--- src/shared/access_pkg.sv ---
package access_pkg;

   // ********************************************************
   // widths and depths
   // ********************************************************
   localparam int ADDR_W = 16;
   localparam int SFR_W = 8;
   localparam int SFR_DEPTH = 128;
   localparam int HW_REGS = 16;

   // ********************************************************
   // cpu modes and memory operations
   // ********************************************************
   typedef enum logic [2:0] {
      MODE_BOOT = 3'h0,
      MODE_TEST = 3'h1,
      MODE_CLOS = 3'h2,
      MODE_SYS = 3'h3,
      MODE_USER = 3'h4
   } cpu_mode_e;

   typedef enum logic [1:0] {
      OP_READ = 2'h0,
      OP_WRITE = 2'h1,
      OP_EXEC = 2'h2
   } mem_op_e;

   // rights bits of a segment entry
   localparam int SEG_RD = 0;
   localparam int SEG_WR = 1;
   localparam int SEG_EX = 2;

   // ********************************************************
   // physical memory map, last addresses inclusive
   // ********************************************************
   localparam logic [15:0] TROM_LAST = 16'h0FFF;
   localparam logic [15:0] AROM_BASE = 16'h1000;
   localparam logic [15:0] AROM_LAST = 16'h7FFF;
   localparam logic [15:0] ACM_BASE = 16'h7FC0;
   localparam logic [15:0] OSEE_BASE = 16'h8000;
   localparam logic [15:0] OSEE_LAST = 16'h8FFF;
   localparam logic [15:0] AEE_BASE = 16'h9000;
   localparam logic [15:0] AEE_LAST = 16'hBFFF;
   localparam logic [15:0] SEC_BASE = 16'hBF80;
   localparam logic [15:0] OSRAM_BASE = 16'hC000;
   localparam logic [15:0] OSRAM_LAST = 16'hC3FF;
   localparam logic [15:0] ARAM_BASE = 16'hC400;
   localparam logic [15:0] ARAM_LAST = 16'hDFFF;
   localparam logic [15:0] CRAM_BASE = 16'hE000;
   localparam logic [15:0] CRAM_LAST = 16'hE7FF;

   // ********************************************************
   // special function register map (7-bit index)
   // ********************************************************
   localparam logic [6:0] SYSM_BASE = 7'h40;
   localparam logic [6:0] SEGC_BASE = 7'h50;
   localparam logic [6:0] FWC_BASE = 7'h58;
   localparam logic [6:0] OSR_BASE = 7'h60;
   localparam logic [6:0] HW_BASE = 7'h70;
   localparam logic [6:0] STATUS_WORD_HIGH = 7'h40;
   localparam logic [6:0] SYS_POINTER_0 = 7'h41;
   localparam logic [6:0] SYS_POINTER_2 = 7'h43;
   localparam logic [6:0] SEG_PTR_LOW = 7'h50;
   localparam logic [6:0] SEG_PTR_HIGH = 7'h51;
   localparam logic [6:0] FIREWALL_CTRL_LOW = 7'h58;
   localparam logic [6:0] FIREWALL_CTRL_HIGH = 7'h59;
   localparam logic [6:0] EXCHANGE_BASE_LOW = 7'h5A;
   localparam logic [6:0] EXCHANGE_BASE_HIGH = 7'h5B;
   localparam logic [6:0] EXCHANGE_SIZE_LOW = 7'h5C;
   localparam logic [6:0] EXCHANGE_SIZE_HIGH = 7'h5D;
   localparam logic [6:0] CLOCK_SELECTION = 7'h70;
   localparam logic [6:0] RANDOM_VALUE = 7'h71;
   localparam logic [6:0] KEY_REG_A = 7'h72;
   localparam logic [6:0] KEY_REG_D = 7'h73;

   // reset values
   localparam logic [7:0] SFR_RESET = 8'h00;
   localparam logic [7:0] LFSR_SEED = 8'hA5;

   // ********************************************************
   // carriers
   // ********************************************************
   typedef struct packed {
      logic valid;
      logic src_cop;
      mem_op_e op;
      logic [15:0] addr;
   } mem_req_s;

   typedef struct packed {
      logic [2:0] rights;
      logic [15:0] hw_rights;
      logic [15:0] offset;
   } seg_entry_s;

   typedef struct packed {
      logic rd;
      logic wr;
      logic ex;
      logic deny;
      logic [15:0] addr;
   } mem_resp_s;

   typedef struct packed {
      logic [SFR_DEPTH-1:0][7:0] regs;
      logic [7:0] lfsr;
      logic [7:0] rdata;
      logic sfr_deny;
      mem_resp_s resp;
   } checker_state_s;

endpackage : access_pkg

--- src/mem_rights.sv ---
`timescale 1ns/1ps
module mem_rights (
   input wire access_pkg::cpu_mode_e mode_i,
   input wire logic cop_i,
   input wire access_pkg::mem_op_e op_i,
   input wire logic [15:0] addr_i,
   input wire logic [2:0] seg_rights_i,
   input wire logic [15:0] xbase_i,
   input wire logic [15:0] xsize_i,
   output logic allow_o
);

   // ********************************************************
   // region decode on the physical address
   // ********************************************************
   logic r, w, x, rx, rw, seg_ok;
   logic in_trom, in_arom, in_acm, in_osee, in_aee, in_sec;
   logic in_osram, in_aram, in_cram, in_xwin;
   logic [15:0] xoff;

   // operation classes
   assign r = (op_i == access_pkg::OP_READ);
   assign w = (op_i == access_pkg::OP_WRITE);
   assign x = (op_i == access_pkg::OP_EXEC);
   assign rx = r | x;
   assign rw = r | w;

   // address ranges
   assign in_trom = (addr_i <= access_pkg::TROM_LAST);
   assign in_arom = (addr_i >= access_pkg::AROM_BASE) &&
                    (addr_i <= access_pkg::AROM_LAST);
   assign in_acm = (addr_i >= access_pkg::ACM_BASE) && in_arom;
   assign in_osee = (addr_i >= access_pkg::OSEE_BASE) &&
                    (addr_i <= access_pkg::OSEE_LAST);
   assign in_aee = (addr_i >= access_pkg::AEE_BASE) &&
                   (addr_i <= access_pkg::AEE_LAST);
   assign in_sec = (addr_i >= access_pkg::SEC_BASE) && in_aee;
   assign in_osram = (addr_i >= access_pkg::OSRAM_BASE) &&
                     (addr_i <= access_pkg::OSRAM_LAST);
   assign in_aram = (addr_i >= access_pkg::ARAM_BASE) &&
                    (addr_i <= access_pkg::ARAM_LAST);
   assign in_cram = (addr_i >= access_pkg::CRAM_BASE) &&
                    (addr_i <= access_pkg::CRAM_LAST);

   // exchange window; wrap-safe, the offset is only trusted above base
   assign xoff = addr_i - xbase_i;
   assign in_xwin = in_aram && (addr_i >= xbase_i) && (xoff < xsize_i);

   // the segment must carry the very right the operation needs
   assign seg_ok = (r && seg_rights_i[access_pkg::SEG_RD]) ||
                   (w && seg_rights_i[access_pkg::SEG_WR]) ||
                   (x && seg_rights_i[access_pkg::SEG_EX]);

   // ********************************************************
   // grant per mode
   // ********************************************************
   always_comb begin
      allow_o = 1'b0;
      if (cop_i) begin
         allow_o = (r && (in_osee || in_aee)) || (rw && in_cram);
      end else begin
         case (mode_i)
            access_pkg::MODE_BOOT: begin
               allow_o = (rx && in_trom) || in_osee || (rw && in_osram) ||
                         (r && in_sec);
            end
            access_pkg::MODE_TEST: begin
               allow_o = (rx && (in_trom || in_arom)) || in_osee ||
                         in_aee || (rw && (in_osram || in_aram || in_cram));
            end
            access_pkg::MODE_CLOS: begin
               allow_o = (rx && in_trom) || in_osee || (rw && in_osram) ||
                         (r && in_acm) ||
                         (rw && in_xwin) ||
                         (r && in_sec);
            end
            access_pkg::MODE_SYS: begin
               allow_o = (rx && in_arom) || in_aee || (rw && in_aram);
            end
            access_pkg::MODE_USER: begin
               allow_o = (rx && in_arom && seg_ok) ||
                         (in_aee && seg_ok) ||
                         (rw && in_aram && seg_ok);
            end
            default: begin
               allow_o = 1'b0;
            end
         endcase
      end
   end

endmodule : mem_rights

--- config.mk ---
export PLATFORM = sky130hd
export DESIGN_NAME = mem_rights
export DESIGN_NICKNAME = d
export VERILOG_FILES = /design/src/shared/access_pkg.sv /design/src/mem_rights.sv
export SDC_FILE = /design/constraint.sdc
export NUM_CORES = 1
export LEC_CHECK = 0
export ABC_AREA = 1
export ABC_CLOCK_PERIOD_IN_PS = 10300
export BUFFER_PORTS_ARGS = -buffer_cell sky130_fd_sc_hd__buf_2
export CAP_MARGIN = 20
export CORE_MARGIN = 2
export CORE_UTILIZATION = 40
export DETAILED_ROUTE_END_ITERATION = 12
export PLACE_DENSITY_LB_ADDON = 0.08
export SLEW_MARGIN = 40
export SYNTH_ARGS = -nofsm -noshare
export SYNTH_HDL_FRONTEND = slang
export SYNTH_SLANG_ARGS = --single-unit
--- constraint.sdc ---
create_clock -name vclk -period 10.3
set_clock_uncertainty 0.05 [all_clocks]
set_input_delay 1.545 -clock vclk [all_inputs]
set_output_delay 1.545 -clock vclk [all_outputs]
set_load 0.01 [all_outputs]
# --- Word level (Yosys, flattened, before mapping) ---
# Index checks and enable logic that the tools add are counted.
totals:
  in_bits: 57
  register_bits: 0
  mem_count: 0
  romBits: 0
  latchBits: 0
  wordCells: 77
  mem_bits_rw: 0
classes:
  mux: 2
  n_div: 0
  n_bitwise: 2
  n_mul: 0
  add_sub_neg: 1
  magnitude_cmp: 17
  shift: 0
  eq_ne: 6
  reduce_logical: 49
op_table:
  columns: ["cell", "n"]
  rows:
  - ["greater-or-equal comparator 16 bit, second input constant", 6]
  - ["less-or-equal comparator 16 bit, second input constant", 5]
  - ["logical AND 1 bit", 27]
  - ["logical OR 1 bit", 20]
  - ["greater-or-equal comparator 16 x 13 -> 1 bit, second input constant", 1]
  - ["greater-or-equal comparator 16 x 15 -> 1 bit, second input constant", 1]
  - ["greater-or-equal comparator 16 bit", 1]
  - ["less-or-equal comparator 16 x 12 -> 1 bit, second input constant", 1]
  - ["less-or-equal comparator 16 x 15 -> 1 bit, second input constant", 1]
  - ["less-than comparator 16 bit", 1]
  - ["subtractor 16 bit", 1]
  - ["equality test 3 x 2 -> 1 bit, second input constant", 2]
  - ["case mux 1 bit (5 select lines)", 1]
  - ["equality test 3 x 1 -> 1 bit, second input constant", 1]
  - ["equality test 3 bit, second input constant", 1]
  - ["zero test 3 bit", 1]
  - ["equality test 2 x 1 -> 1 bit, second input constant", 1]
  - ["equality test 2 bit, second input constant", 1]
  - ["zero test 2 bit", 1]
  - ["bitwise OR 1 bit", 2]
  - ["two-way mux 1 bit", 1]

# --- Longest topological paths before layout ---
logic_depth:
  ltp_word: 10
  depth_mapped: 26

# --- Least setup slack after synthesis ---
# OpenSTA, ideal clock, no wires.
synth_timing:
  path_type: "input to output"
  startpoint: "input addr_i[0]"
  endpoint: "output allow_o"
  setup_slack_ns: 4.745
  cell_stages: 25
  n_path_buf: 0
  t_required_ns: 8.705
  t_arrival_ns: 3.960
  cell_sequence: "inv_1 > ha_1 > fa_1 > inv_1 > nand3_1 > nand2_2 > nand2_2 > nand2_4 > a21boi_4 > o21bai_2 > a21oi_2 > xor2_1 > ha_1 > nand2_1 > o21a_1 > nand2_1 > nor2_1 > nand3_1 > nand2_1 > nand2_1 > nand2_1 > nand2_1 > nand2_1 > nand2_1 > nand2_1"
synth_between:
  elab_chain_len: 9
  elab_cells_between_ends: 62
  classes_between: "add/sub: 1; order compare: 17; mux: 2; reduce/logical: 42"
synth_lines:
  columns: ["item", "line", "text"]
  rows:
  - ["start: declaration", "mem_rights.sv:6", "input wire logic [15:0] addr_i,"]
  - ["parallel branches: the longest is 8 deep, another holds subtractor 16 bit", null, null]
  - ["two-way mux 1 bit *", "mem_rights.sv:59", "if (cop_i) begin"]
  - ["end: declaration", "mem_rights.sv:10", "output logic allow_o"]
# Mark *: on every way between the ends.

# --- Worst setup path in the final report ---
# Ends and elaborated chain as after synthesis.

==> impl_results.md <==
- Synth Net Count: 350
- Max Cap Viol: 0
- TritonRoute pass-1 iters: 5
- Hold WC Path Type: in -> out
- Synth unique cells: 35
- CP max stage cell: fa_1
- Full die area: 4390 sq um
- Post-Syn Instances: 261
- Ys Warns: 0
- Slew Limit Headroom: 77.4%
- Largest net degree at the start of global routing: 9
- Area of the multi-input gates: 1310 sq um
- Post-synth top area cell: ha_1
- Vias in the first global route: 1549
- Pwr/cell area: 55.7 nW/um^2
- Final min period: 5960 ps
- CP most frequent cell: nand2_1
- Max incr delay on CP: 410 ps
- Layout cells sized above 1: 25.4%
- Layout Utilization: 51.5%
- Post-route cell area: 1900 sq um
- Crit. Startpoint: addr_i[0]
- Synth-to-Final Area Change: 22.6%
- Hold Buf Count CTS: 0
- Slew Limit Fails: 0
- Final hold slack: 3370 ps
- GR Overflow Total: 0
- Via count: 1701
- DRT iter0 DRCs: 49
- GRT Total Usage: 16.1%
- Initial antenna violation count: 0
- Worst VDD drop: 0.0291 mV
- Die width: 66.2 microns
- Sum Neg Setup Slack: 0 ps
- Status: finished clean
- DR WL/cell: 9.20 microns
- GP Congestion: 0.844
- Crit Path Max Fanout: 3
- Max Freq: 0.168 GHz
- Area fraction of the dominant cell type after synthesis: 25.0%
- Critical path class: in -> out
- Finish-stage setup viols: 0
- Vias per cell: 4.63
- Period utilization: 57.8%
- Routed Antenna Nets: 0
- Detail Placement HPWL: 3.12 mm
- CP arrival: 4360 ps
- Avg Cell Area, Syn: 5.93 sq um
- RSZ-0062 raised after global routing: false
- Global-route wire length before repair: 5.91 mm
- Synth top area cells: ha_1, nand2_1, inv_1
- Post-CTS Resized: 0
- Sequential share of the synthesized area: 0%
- Crit start category: input pin
- Die height: 66.2 microns
- I/O pin count: 58
- Number of core rows: 22
- Core footprint: 3690 sq um
- Post-Syn Area: 1550 sq um
- Leakage power: 0.00121 uW
- CLK BUF: 0
- Required time worst endpoint: 8710 ps
- Most common library cells after synthesis: nand2_1, inv_1, ha_1
- Total Wirelength: 3.38 mm
- Most common cell in the synthesized netlist: nand2_1
- Postcts setup bufs: 0
- Seq. cell area: 0 sq um
- CP Capture Point: allow_o
- Place WS: 4310 ps
- Final WS setup: 4340 ps
- Initial core utilization: 42.0%
- # fillers: 450
- Ant. Diodes: 0
- Seq cells: 0
- Hold violation count in the final report: 0
- Crit end category: output port
- Worst slew pin tran: 339 ps
- DRC viols: 0
- Nets: 410
- Placed instance area: 1900 sq um
- Port Buffers: 58
==> worst min path at each step <==
stage               start       to  depth (start not counted)  slack, ps
floorplan           cop_i  allow_o                          2       3180
global placement    cop_i  allow_o                          4       3370
detailed placement  cop_i  allow_o                          5       3370
CTS                 cop_i  allow_o                          5       3380
global route        cop_i  allow_o                          4       3420
finish              cop_i  allow_o                          5       3370
==> critical path, delay by kind of cell <==
| kind | cells | cell delay (ps) |
|---|---|---|
| xor gates and xnor gates | 1 | 140 |
| and+or+nand+nor | 15 | 1160 |
| adders and majority gates | 3 | 900 |
| AOI/OAI and AO/OA | 3 | 300 |
| buffers and inverters | 4 | 300 |
==> layout make-up <==
type / count / area share [%]
Inverter: 64 / 12.6
Tap cell: 48 / 3.16
Multi-Input combinational cell: 197 / 68.9
Timing Repair Buffer: 58 / 15.3
==> placed cells by master, fill, tap and decap left out, types with 4 or more instances in the layout <==
cell type,synthesis,final
nand2_1,63,63
inv_1,62,62
nand3_1,10,10
buf_2,0,58
xnor2_1,5,5
xor2_1,9,9
nor3_1,4,4
ha_1,31,31
nor2_1,18,18
a21oi_1,17,17
nand2_2,6,6
==> stage by stage <==
step,total power [uW],cells
CTS,108,367
floorplan,78.4,261
global route,124,367
finish,106,367
detailed placement,107,367
global placement,106,367
==> power by group <==
group	internal, uW	switching [uW]
logic	46.9	58.8
clock network	0	0
registers	0	0
total	46.9	58.8
==> metal layers <==
layer  wire length [microns]  track usage (%)  vias to the layer above
li1                        -                -                      946
met1                    1600             20.1                      716
met2                    1630             32.3                       39
met3                     147                0                        0
met4                       0                0                        0
met5                       0                0                        -
==> cells by family (layout without fill, tap and decap cells) <==
kind of cell             Yosys count  in the layout  share of synthesized area, %
AO/OA/AOI/OAI                     40             40                          18.6
XOR/XNOR                          14             14                          7.92
adder cells (fa/ha/maj)           32             32                          26.3
buffers and inverters             64            122                          15.5
AND/OR/NAND/NOR                  111            111                          31.7
(Power assumes the default switching activity.)
